**src/sideband_consts.svh**
```systemverilog
// Offsets, field positions, reset values and timing counts of the side-band block
`ifndef SIDEBAND_CONSTS_SVH
`define SIDEBAND_CONSTS_SVH
`define ADDR_WRAP_BIT        20
`define LOW_REGION_SIZE      32'h0001_0000
`define MEG_BASE             32'h0010_0000
`define COPRO_CTRL_PORT      32'h8000_00f8
`define COPRO_OPND_PORT      32'h8000_00fc
`define MGMT_DRIVE_DELAY     3'h4
`define MGMT_RELEASE_EDGES   3'h2
`define MGMT_MIN_LOW         3'h4
`define PHASE_RESET          1'h0
`define SYNC_RESET           7'h4d
`define COPRO_RESET          3'h6
`endif

```
**src/sideband_pkg.sv**
```systemverilog
// Types shared by the side-band control block
package sideband_pkg;
  typedef enum logic [1:0] {
    BUS_IDLE  = 2'b00,
    BUS_FIRST = 2'b01,
    BUS_BUSY  = 2'b10,
    BUS_HOLD  = 2'b11
  } bus_state_e;

  typedef enum logic [1:0] {
    MGMT_OFF     = 2'b00,
    MGMT_WAIT    = 2'b01,
    MGMT_ACTIVE  = 2'b10,
    MGMT_RELEASE = 2'b11
  } mgmt_state_e;

  typedef struct packed {
    logic        wrap_mask_enable_bit;
    logic        low_region_nocache_bit;
    logic        paging_on;
  } core_config_s;

  typedef struct packed {
    logic        busy_b;
    logic        error_b;
    logic        copro_operand_req;
  } copro_in_s;
endpackage : sideband_pkg

```
**src/cpu_sideband_control.sv**
```systemverilog
// Side-band control: address wrap, hold, coprocessor, management interrupt
`timescale 1ns/10ps
`include "sideband_consts.svh"
module cpu_sideband_control #(
  parameter int ADDR_W = 32
) (
  input  wire logic                      clock,             // Double-rate clock
  input  wire logic                      rst_b,             // Async reset, active low
  input  wire sideband_pkg::core_config_s cfg,              // Configuration bits
  input  wire logic                      wrap_mask_in_b,    // Wrap-mask pin, active low
  input  wire logic                      hold_req,          // Hold request pin
  input  wire logic                      nmi_in,            // Non-maskable interrupt pin
  input  wire logic                      lock_active,       // Locked sequence running
  input  wire logic                      bus_req,           // Internal bus request
  input  wire logic                      cycle_done,        // Current bus cycle ends
  input  wire logic                      access_strobe,     // Cache or bus access start
  input  wire logic [ADDR_W-1:0]         core_addr,         // Address from core
  input  wire logic                      io_cycle,          // Access is I/O
  input  wire logic                      mem_cycle,         // Access is memory
  input  wire sideband_pkg::copro_in_s   copro_in,          // Coprocessor pins, async
  input  wire logic                      mgmt_interrupt_i,  // Management pin input level
  input  wire logic                      mgmt_return_instr, // Return instruction retired
  input  wire logic                      io_instr_done,     // I/O instruction completes
  input  wire logic                      suspend_req_b,     // Suspend request pin
  input  wire logic                      suspend_state,     // Core is suspended
  output logic [ADDR_W-1:0]              out_addr,          // Masked address
  output logic                           cacheable,         // Access may be cached
  output logic                           hold_grant,        // Hold acknowledge
  output logic                           bus_float,         // Float bus pins
  output logic                           suspend_ack_b,     // Suspend acknowledge
  output logic                           nmi_pending,       // Latched interrupt 2
  output logic                           copro_ctrl_sel,    // Opcode port access
  output logic                           copro_opnd_sel,    // Operand port access
  output sideband_pkg::copro_in_s        copro_sampled,     // Sampled coprocessor pins
  output logic                           mgmt_interrupt_o,  // Management pin drive level
  output logic                           mgmt_interrupt_oe_b, // Management drive enable
  output logic                           mgmt_mode,         // In management mode
  output logic                           mgmt_enter,        // Pulse: enter handler
  output logic                           mgmt_addr_strobe_b, // Management address strobe
  output logic                           addr_strobe_b,     // Normal address strobe
  output logic [1:0]                     bus_state          // Bus state
);
  // Pin synchronisers: first stage read only by second
  logic [6:0] sync1_reg;
  logic [6:0] sync2_reg;
  wire  [6:0] pins = {wrap_mask_in_b, hold_req, nmi_in, copro_in, mgmt_interrupt_i};
  always_ff @(posedge clock or negedge rst_b) begin
    if (!rst_b) begin
      sync1_reg <= `SYNC_RESET; // Idle pin levels, so no false edge after reset
      sync2_reg <= `SYNC_RESET;
    end else begin
      sync1_reg <= pins;
      sync2_reg <= sync1_reg;
    end
  end
  wire wrap_s_b = sync2_reg[6];
  wire hold_s   = sync2_reg[5];
  wire nmi_s    = sync2_reg[4];
  wire mgmt_s_b = sync2_reg[0];

  // Internal processor clock phase: 1 = phase one begins
  logic phase_reg;
  always_ff @(posedge clock or negedge rst_b) begin
    if (!rst_b) phase_reg <= `PHASE_RESET;
    else phase_reg <= ~phase_reg;
  end
  wire ph1_edge = phase_reg;
  wire ph2_edge = ~phase_reg;

  // Address wrap masking
  logic wrap_seen_reg, wrap_apply_reg;
  wire  wrap_req = cfg.wrap_mask_enable_bit & ~cfg.paging_on & ~wrap_s_b;
  always_ff @(posedge clock or negedge rst_b) begin
    if (!rst_b) wrap_seen_reg <= 1'b0;
    else if (ph2_edge) wrap_seen_reg <= wrap_req;
  end
  always_ff @(posedge clock or negedge rst_b) begin
    if (!rst_b) wrap_apply_reg <= 1'b0;
    else if (access_strobe) wrap_apply_reg <= wrap_seen_reg;
  end
  wire mask_now = (access_strobe ? wrap_seen_reg : wrap_apply_reg) & ~cfg.paging_on;
  always_comb begin
    out_addr = core_addr;
    out_addr[`ADDR_WRAP_BIT] = core_addr[`ADDR_WRAP_BIT] & ~mask_now;
  end
  wire in_low = core_addr < `LOW_REGION_SIZE;
  wire in_meg = (core_addr >= `MEG_BASE) && (core_addr < `MEG_BASE + `LOW_REGION_SIZE);
  assign cacheable = mem_cycle & ~(cfg.low_region_nocache_bit & (in_low | in_meg));

  // Coprocessor ports and inputs
  wire copro_port = io_cycle & (core_addr == `COPRO_CTRL_PORT || core_addr == `COPRO_OPND_PORT);
  assign copro_ctrl_sel = io_cycle & (core_addr == `COPRO_CTRL_PORT);
  assign copro_opnd_sel = io_cycle & (core_addr == `COPRO_OPND_PORT);
  always_ff @(posedge clock or negedge rst_b) begin
    if (!rst_b) copro_sampled <= `COPRO_RESET;
    else if (ph1_edge) copro_sampled <= sync2_reg[3:1];
  end

  // Hold / bus state machine
  sideband_pkg::bus_state_e bs_reg, bs_next;
  logic hold_smp_reg;
  always_ff @(posedge clock or negedge rst_b) begin
    if (!rst_b) hold_smp_reg <= 1'b0;
    else if (ph1_edge) hold_smp_reg <= hold_s;
  end
  always_comb begin
    bs_next = bs_reg;
    unique case (bs_reg)
      sideband_pkg::BUS_IDLE:
        if (hold_smp_reg) bs_next = sideband_pkg::BUS_HOLD;
        else if (bus_req) bs_next = sideband_pkg::BUS_FIRST;
      sideband_pkg::BUS_FIRST: bs_next = sideband_pkg::BUS_BUSY;
      sideband_pkg::BUS_BUSY:
        if (cycle_done) begin
          if (hold_smp_reg && !lock_active) bs_next = sideband_pkg::BUS_HOLD;
          else if (bus_req) bs_next = sideband_pkg::BUS_FIRST;
          else bs_next = sideband_pkg::BUS_IDLE;
        end
      sideband_pkg::BUS_HOLD:
        if (!hold_smp_reg)
          bs_next = bus_req ? sideband_pkg::BUS_FIRST : sideband_pkg::BUS_IDLE;
    endcase
  end
  always_ff @(posedge clock or negedge rst_b) begin
    if (!rst_b) bs_reg <= sideband_pkg::BUS_IDLE;
    else bs_reg <= bs_next;
  end
  wire in_hold = bs_reg == sideband_pkg::BUS_HOLD;
  assign bus_state  = bs_reg;
  assign hold_grant = in_hold;
  assign bus_float  = in_hold;
  assign suspend_ack_b = ~(~suspend_req_b & suspend_state);
  wire strobe = bs_reg == sideband_pkg::BUS_FIRST;
  assign addr_strobe_b      = ~(strobe & ~(mgmt_mode & mem_cycle));
  assign mgmt_addr_strobe_b = ~(strobe & mgmt_mode & mem_cycle);

  // Interrupt 2 edge latch
  logic nmi_d_reg;
  always_ff @(posedge clock or negedge rst_b) begin
    if (!rst_b) begin
      nmi_d_reg   <= 1'b0;
      nmi_pending <= 1'b0;
    end else begin
      nmi_d_reg <= nmi_s;
      if (nmi_s & ~nmi_d_reg) nmi_pending <= 1'b1;
      else if (!in_hold && !mgmt_mode) nmi_pending <= 1'b0; // Serviced; lower than mgmt
    end
  end

  // Management interrupt handshake
  sideband_pkg::mgmt_state_e ms_reg, ms_next;
  logic [2:0] mcnt_reg, mcnt_next;
  logic       trap_reg;
  wire        mgmt_seen = ph1_edge & ~mgmt_s_b & ~in_hold;
  always_comb begin
    ms_next = ms_reg;
    mcnt_next = mcnt_reg;
    unique case (ms_reg)
      sideband_pkg::MGMT_OFF:
        if (mgmt_seen) begin
          ms_next = sideband_pkg::MGMT_WAIT;
          mcnt_next = 3'h1;
        end
      sideband_pkg::MGMT_WAIT: begin
        mcnt_next = mcnt_reg + 3'h1;
        if (mcnt_reg == `MGMT_DRIVE_DELAY - 3'h1) ms_next = sideband_pkg::MGMT_ACTIVE;
      end
      sideband_pkg::MGMT_ACTIVE:
        if (mgmt_return_instr) begin
          ms_next = sideband_pkg::MGMT_RELEASE;
          mcnt_next = 3'h0;
        end
      sideband_pkg::MGMT_RELEASE: begin
        mcnt_next = mcnt_reg + 3'h1;
        if (mcnt_reg == `MGMT_RELEASE_EDGES - 3'h1) ms_next = sideband_pkg::MGMT_OFF;
      end
    endcase
  end
  always_ff @(posedge clock or negedge rst_b) begin
    if (!rst_b) begin
      ms_reg   <= sideband_pkg::MGMT_OFF;
      mcnt_reg <= 3'h0;
    end else begin
      ms_reg   <= ms_next;
      mcnt_reg <= mcnt_next;
    end
  end
  assign mgmt_interrupt_oe_b = ~(ms_reg == sideband_pkg::MGMT_ACTIVE ||
                                 ms_reg == sideband_pkg::MGMT_RELEASE);
  assign mgmt_interrupt_o = ms_reg == sideband_pkg::MGMT_RELEASE;
  assign mgmt_mode = ms_reg == sideband_pkg::MGMT_ACTIVE;

  // Trap: request arriving during a non-coprocessor I/O cycle
  wire trap_set = io_cycle & ~copro_port & (ms_reg != sideband_pkg::MGMT_OFF);
  // A request landing in the done cycle is honoured by the enter pulse, never lost
  always_ff @(posedge clock or negedge rst_b) begin
    if (!rst_b) trap_reg <= 1'b0;
    else trap_reg <= (trap_reg | trap_set) & ~io_instr_done;
  end
  assign mgmt_enter = (ms_next == sideband_pkg::MGMT_ACTIVE && ms_reg == sideband_pkg::MGMT_WAIT)
                      | ((trap_reg | trap_set) & io_instr_done);

  property p_hold_grant;
    @(posedge clock) disable iff (!rst_b)
      in_hold |-> hold_grant && bus_float && addr_strobe_b && mgmt_addr_strobe_b;
  endproperty
  a_hold_grant: assert property (p_hold_grant) else $error("grant or float wrong");
  property p_hold_lock;
    @(posedge clock) disable iff (!rst_b)
      (bs_reg == sideband_pkg::BUS_BUSY && lock_active) |=> !in_hold;
  endproperty
  a_hold_lock: assert property (p_hold_lock) else $error("hold during lock");
  property p_hold_exit;
    @(posedge clock) disable iff (!rst_b)
      (in_hold && !hold_smp_reg && bus_req) |=> bs_reg == sideband_pkg::BUS_FIRST;
  endproperty
  a_hold_exit: assert property (p_hold_exit) else $error("bad hold exit");
  property p_wrap;
    @(posedge clock) disable iff (!rst_b) cfg.paging_on |-> out_addr == core_addr;
  endproperty
  a_wrap: assert property (p_wrap) else $error("masked with paging");
  property p_mask;
    @(posedge clock) disable iff (!rst_b) mask_now |-> !out_addr[`ADDR_WRAP_BIT];
  endproperty
  a_mask: assert property (p_mask) else $error("bit 20 not masked");
  property p_drive_low;
    @(posedge clock) disable iff (!rst_b)
      (ms_reg == sideband_pkg::MGMT_OFF && mgmt_seen) |->
        ##3 mgmt_interrupt_oe_b ##1 (!mgmt_interrupt_oe_b && !mgmt_interrupt_o);
  endproperty
  a_drive_low: assert property (p_drive_low) else $error("mgmt drive late");
  property p_release;
    @(posedge clock) disable iff (!rst_b)
      (mgmt_mode && mgmt_return_instr) |=> (mgmt_interrupt_o && !mgmt_interrupt_oe_b) [*2] ##1 mgmt_interrupt_oe_b;
  endproperty
  a_release: assert property (p_release) else $error("mgmt release wrong");
  property p_nmi;
    @(posedge clock) disable iff (!rst_b) (in_hold && nmi_s && !nmi_d_reg) |=> nmi_pending;
  endproperty
  a_nmi: assert property (p_nmi) else $error("interrupt 2 lost");
  property p_strobe;
    @(posedge clock) disable iff (!rst_b) !(mgmt_addr_strobe_b == 1'b0 && addr_strobe_b == 1'b0);
  endproperty
  a_strobe: assert property (p_strobe) else $error("both strobes");
  property p_wrap_sample;
    @(posedge clock) disable iff (!rst_b)
      ph1_edge |=> $stable(wrap_seen_reg);
  endproperty
  a_wrap_sample: assert property (p_wrap_sample) else $error("wrap sampled off phase two");
  property p_apply_hold;
    @(posedge clock) disable iff (!rst_b)
      !access_strobe |=> $stable(wrap_apply_reg);
  endproperty
  a_apply_hold: assert property (p_apply_hold) else $error("mask moved between accesses");
  property p_hold_sample;
    @(posedge clock) disable iff (!rst_b)
      !ph1_edge |=> $stable(hold_smp_reg);
  endproperty
  a_hold_sample: assert property (p_hold_sample) else $error("hold sampled off phase one");
  property p_copro_sample;
    @(posedge clock) disable iff (!rst_b)
      !ph1_edge |=> $stable(copro_sampled);
  endproperty
  a_copro_sample: assert property (p_copro_sample) else $error("coprocessor sample off phase");
  property p_trap_done;
    @(posedge clock) disable iff (!rst_b)
      io_instr_done |=> !trap_reg;
  endproperty
  a_trap_done: assert property (p_trap_done) else $error("trap left pending");
  property p_mgmt_hold;
    @(posedge clock) disable iff (!rst_b)
      (in_hold && ms_reg == sideband_pkg::MGMT_OFF) |=> ms_reg == sideband_pkg::MGMT_OFF;
  endproperty
  a_mgmt_hold: assert property (p_mgmt_hold) else $error("management taken in hold");
  c_hold: cover property (@(posedge clock) disable iff (!rst_b) in_hold ##1 !in_hold);
  c_trap: cover property (@(posedge clock) disable iff (!rst_b) trap_reg && io_instr_done);
  c_lock: cover property (@(posedge clock) disable iff (!rst_b)
    bs_reg == sideband_pkg::BUS_BUSY && lock_active && hold_smp_reg);
  c_mgmt: cover property (@(posedge clock) disable iff (!rst_b) mgmt_mode ##1 mgmt_return_instr);
  c_wrap: cover property (@(posedge clock) disable iff (!rst_b) mask_now && access_strobe);
endmodule : cpu_sideband_control

```
**config.mk**
```make
export PLATFORM = sky130hd
export DESIGN_NAME = cpu_sideband_control
export DESIGN_NICKNAME = d
export VERILOG_FILES = /design/src/sideband_pkg.sv /design/src/cpu_sideband_control.sv
export VERILOG_INCLUDE_DIRS = /design/src /design/src/src
export SDC_FILE = /design/constraint.sdc
export NUM_CORES = 1
export LEC_CHECK = 0
export BUFFER_PORTS_ARGS = -buffer_cell sky130_fd_sc_hd__buf_2
export CAP_MARGIN = 20
export CORE_MARGIN = 3
export CORE_UTILIZATION = 46
export CTS_BUF_LIST = sky130_fd_sc_hd__clkbuf_4 sky130_fd_sc_hd__clkbuf_8
export DETAILED_ROUTE_END_ITERATION = 7
export GPL_TIMING_DRIVEN = 0
export HOLD_SLACK_MARGIN = 0.05
export PLACE_DENSITY_LB_ADDON = 0.12
export SETUP_SLACK_MARGIN = 0.3
export SLEW_MARGIN = 20
export SYNTH_ARGS = -nofsm -noshare
export SYNTH_HDL_FRONTEND = slang
export SYNTH_SLANG_ARGS = --single-unit
```
**constraint.sdc**
```tcl
create_clock -name clock -period 3 [get_ports clock]
set_clock_uncertainty 0.1 [all_clocks]
set_input_delay 0.15 -clock clock [delete_from_list [all_inputs] [get_ports clock]]
set_output_delay 0.15 -clock clock [all_outputs]
set_load 0.05 [all_outputs]
```
; ---- Word level (Yosys, flattened, before mapping)
; Cells that the tools add are included.
[word_totals]
register_bits = 31
input_bits = 54
output_inout_bits = 50
[classes]
n_addsub = 1
n_lt_le_gt_ge = 3
n_eq_ne = 16
mux = 18
bitwise = 40
n_reduce_logical = 16
[ops]
columns = cell, n
row1 = $eq 32x32->1 const B, 2
row2 = $ge 32x21->1 const B, 1
row3 = $lt 32x17->1 const B, 1
row4 = $lt 32x21->1 const B, 1
row5 = $and 1x1->1, 21
row6 = $mux 2, 9
row7 = $not 1->1, 16
row8 = $pmux 2 s4, 2
row9 = $eq 2x2->1 const B, 5
row10 = $pmux 3 s3, 1
row11 = $ne 2x2->1 const B, 4
row12 = $mux 3, 2
row13 = $eq 2x1->1 const B, 2
row14 = $logic_and 1x1->1, 4
row15 = $logic_not 2->1, 2
row16 = $mux 1, 4
row17 = $reduce_bool 2->1, 2
row18 = $add 3x1->3 const B, 1
row19 = $eq 3x1->1 const B, 1
row20 = $eq 3x2->1 const B, 1
row21 = $logic_not 1->1, 3
row22 = $ne 3x3->1 const B, 1
row23 = $or 1x1->1, 3
row24 = $reduce_and 3->1, 1
row25 = other kinds (3), 4

; ---- Longest topological paths before layout
[depth]
word_depth = 9
mapped_depth = 5
mapped_depth_nobuf = 5

; ---- Worst setup path after synthesis
; OpenSTA, ideal clock, no wires.
[synth_timing]
path_type = register -> output
startpoint = reg ms_reg[1]
endpoint = out mgmt_addr_strobe_b
t_arrival_ns = 2.095
required_ns = 2.750
path_slack_ns = 0.655
stages_incl_launch_ff = 4
path_buffers = 0
cell_sequence = dfrtp_1 > inv_1 > nor2_1 > nand3_1
[synth_between]
elab_chain_len = 4
[synth_lines]
columns = item, line
row1 = start: declaration, cpu_sideband_control.sv:151  ; sideband_pkg::mgmt_state_e ms_reg, ms_next;
row2 = start signal: assignment, cpu_sideband_control.sv:181  ; ms_reg <= sideband_pkg::MGMT_OFF;
row3 = start signal: assignment, cpu_sideband_control.sv:184  ; ms_reg <= ms_next;
row4 = $eq 2x2->1, cpu_sideband_control.sv:191  ; assign mgmt_mode = ms_reg == sideband_pkg::MGMT_ACTIVE;
row5 = via mgmt_mode, cpu_sideband_control.sv:37  ; output logic mgmt_mode,
row6 = $and 1x1->1 (2 in series), cpu_sideband_control.sv:135  ; assign mgmt_addr_strobe_b = ~(strobe & mgmt_mode & mem_cycle);
row7 = $not 1->1, cpu_sideband_control.sv:135
row8 = end: declaration, cpu_sideband_control.sv:39  ; output logic mgmt_addr_strobe_b,
; The timed path passes the listed nets, and every way through them passes these cells.

; ---- Worst setup path in the final report
[layout_timing]
startpoint = in core_addr[11]
endpoint = out copro_opnd_sel
[layout_between]
elab_chain_len = 2
[layout_lines]
columns = item, line
row1 = start: declaration, cpu_sideband_control.sv:17  ; input wire logic [ADDR_W-1:0] core_addr,
row2 = $eq 32x32->1 (no line), -
row3 = $and 1x1->1, cpu_sideband_control.sv:93  ; assign copro_opnd_sel = io_cycle & (core_addr == `COPRO_OPND_PORT);
row4 = end: declaration, cpu_sideband_control.sv:33  ; output logic copro_opnd_sel,
; Every way passes these cells.

==> metrics <==
sequential area share after synthesis 51.2%; max-cap viol count 0; Final Cell Area 0.00231 sq mm; share of Yosys cell area claimed by the top area cell type 34.1%; Least-Margin Pin Slew 0.655 ns; Yosys top cell by area dfrtp_1; Compound-Gate Fraction of Synth Area 8.77%; CP max-delay cell or4_4; Syn Std Cell Area 0.00154 sq mm; Mapped Cells 144; CTS buffer count 5; Final Cycle Share 67.2%; Final HPWL DP 2.99 mm; first-pass GRT wire length 6.16 mm; Nets 325; Critical Path Source core_addr[11]; initial antenna violation count 0; R2R depth 5; I/O Buffers 103; Clock Pin Slew Worst Setup and Hold Paths 0.08 ns; drt first pass iters 4; Die Y 63.9 um; starting density of the core 49.2%; CP Capture Point copro_opnd_sel; root buffer cell clkbuf_4; Num Clock Sinks 31; outcome finished clean; relative slew slack 56.4%; Arrival @ worst endpoint 1.77 ns; # diodes 0; largest fanout on the critical path 2; RePlAce Congestion 0.719; PostCTS Resize Cnt 0; Syn. warnings 0; R2R Setup Slk 1.38 ns; largest net degree at the start of global routing 32; LEAKAGE 1.25 nW; Startpoint Class primary input; Synth top cells by count 32 x buf_4, 21 x dfrtp_1, 14 x inv_1; clock latency on the worst-skew pair 0.32 ns; Overflow after GRT 0; row cnt 20; I/O Pins 104; critical path's largest stage delay 0.54 ns; max frequency 496 MHz; worst vdd ir 589 uV; pwr dens 681 mW/mm^2; synthesis-to-finish area growth 50.3%; post-layout min period 2.02 ns; Crit Path Class in -> out; top cells by area, synth dfrtp_1 34%, dfstp_2 17%, buf_4 16%; largest family of logic cells by synthesized area buffers and inverters; CTS tree built; total nets after synthesis 201; vias in the first global route 1345; die area 0.00408 sq mm; xor-xnor portion of the synthesized cell area 0%; flops & latches, synth 31; Post-synth ARST share 100%; Area after DPL 0.00211 sq mm; mux contribution to synthesized area 4.31%; DR vias 1430; Syn Area/Cell 10.7 sq um; Hold Path Class in -> reg; Final TNS setup 0 ns; Tot GR Track Use 19.3%; Layout fillers 229; Worst EP required 2.75 ns; Post-synth EDFFs 0; Final Max Slew Viols 0; Final Hold Vio Count 0; PnR worst setup slack 0.983 ns; Initial DRC Count 23; Core Box Area 0.00313 sq mm; DRC Markers 0; CP Capture Type output pin; H-tree levels 2; Post-Synth Adder-Cell Area 2.44%; simple-gate share of the synthesized area 13.8%; CTS Buffer Depth 2; layout cells sized above 1 59.9%; vias per cell 4.57; worst reg2reg startpoint ph1_edge; Design Power 1.58 mW; Die Wd 63.9 um; average wire per standard cell 12.1 um; CP most frequent cell buf_2; Yosys cell types 35; post-layout util 74.0%; Setup-failing EPs final 0; Most used DFF post-synth dfrtp_1; pre-CTS setup slack 1.02 ns; Final ANT Viol Nets 0; CP Cell Sequence buf_2 -> nor4_1 -> nand3_1 -> or4_4 -> nor3_2 -> buf_2; R2R Path End mcnt_reg[1]; post-CTS setup buffers 0; drt total wl 3.77 mm; most common cell in the synthesized netlist buf_4; unrepaired setup endpoints after global routing false
[where the power goes]
part	switching, mW	internal [mW]
Sequential	0.0554	0.493
Clock	0.130	0.122
Combinational	0.526	0.250
Total	0.711	0.865
[critical path, delay by kind of cell]
kind / cells / cell delay [ns]
and+or+nand+nor: 4 / 1.23
buffers and inverters: 2 / 0.38
[metrics by stage]
step	hold slack [ns]	std cells
floorplan	-0.246	144
global placement	0.114	291
detailed placement	0.117	291
CTS	0.0535	313
global route	0.0725	313
finish	0.0725	313
[worst min-delay path by stage]
stage | from | endpoint | slack [ns] | depth (start not counted)
3_3_place_gp | rst_b | wrap_seen_reg | 0.11 | 1
2_1_floorplan | rst_b | bus_state[0] | -0.25 | 0
4_1_cts | cycle_done | bus_state[1] | 0.05 | 4
6_report | cycle_done | bus_state[1] | 0.07 | 4
3_5_place_dp | rst_b | wrap_apply_reg | 0.12 | 1
5_1_grt | cycle_done | bus_state[1] | 0.07 | 4
[kinds of logic after synthesis]
| kind of cell | after synthesis |
|---|---|
| muxes | 6 |
| adders and majority gates | 3 |
| DFF | 31 |
| buffers and inverters | 48 |
| AOI/OAI and AO/OA | 20 |
| and+or+nand+nor | 36 |
[what timing repair did]
item | CTS | global route
hold endpoints to repair | 33 | 0
hold buffers | 14 | 0
endpoints found under the setup margin | 0 | 0
[cell usage in the layout, fill, tap and decap left out, types with 3 or more instances in the layout]
master | Yosys | layout
buf_2 | 0 | 103
mux2_2 | 5 | 5
dfstp_2 | 10 | 10
dfrtp_1 | 21 | 21
o21ai_0 | 5 | 5
nand2_1 | 3 | 3
inv_1 | 14 | 14
buf_4 | 32 | 32
dlygate4sd3_1 | 0 | 14
o22ai_1 | 3 | 3
ha_1 | 3 | 3
nor2_1 | 6 | 6
and2_1 | 4 | 4
nand3_1 | 3 | 3
clkbuf_4 | 0 | 6
nor4_1 | 4 | 4
[layer usage]
metal | GRT usage [%] | wire length [um] | up-vias
met5 | 0 | 0 | -
met4 | 5.66 | 42 | 0
met3 | 6.85 | 361 | 5
met2 | 32.3 | 1860 | 66
met1 | 23.1 | 1510 | 654
li1 | - | - | 705
[cell type report]
cell class,count,area (sq um),area share (%)
plain buffers,34,248,10.7
inverters,14,52.6,2.27
well taps,44,55.1,2.38
flip-flops and latches,31,788,34.1
clock inverters,1,5.00,0.216
repair buffers,117,656,28.3
multi-input cells,65,452,19.5
clock buffers,7,58.8,2.54
No activity file was read; power rests on OpenSTA's default activity.
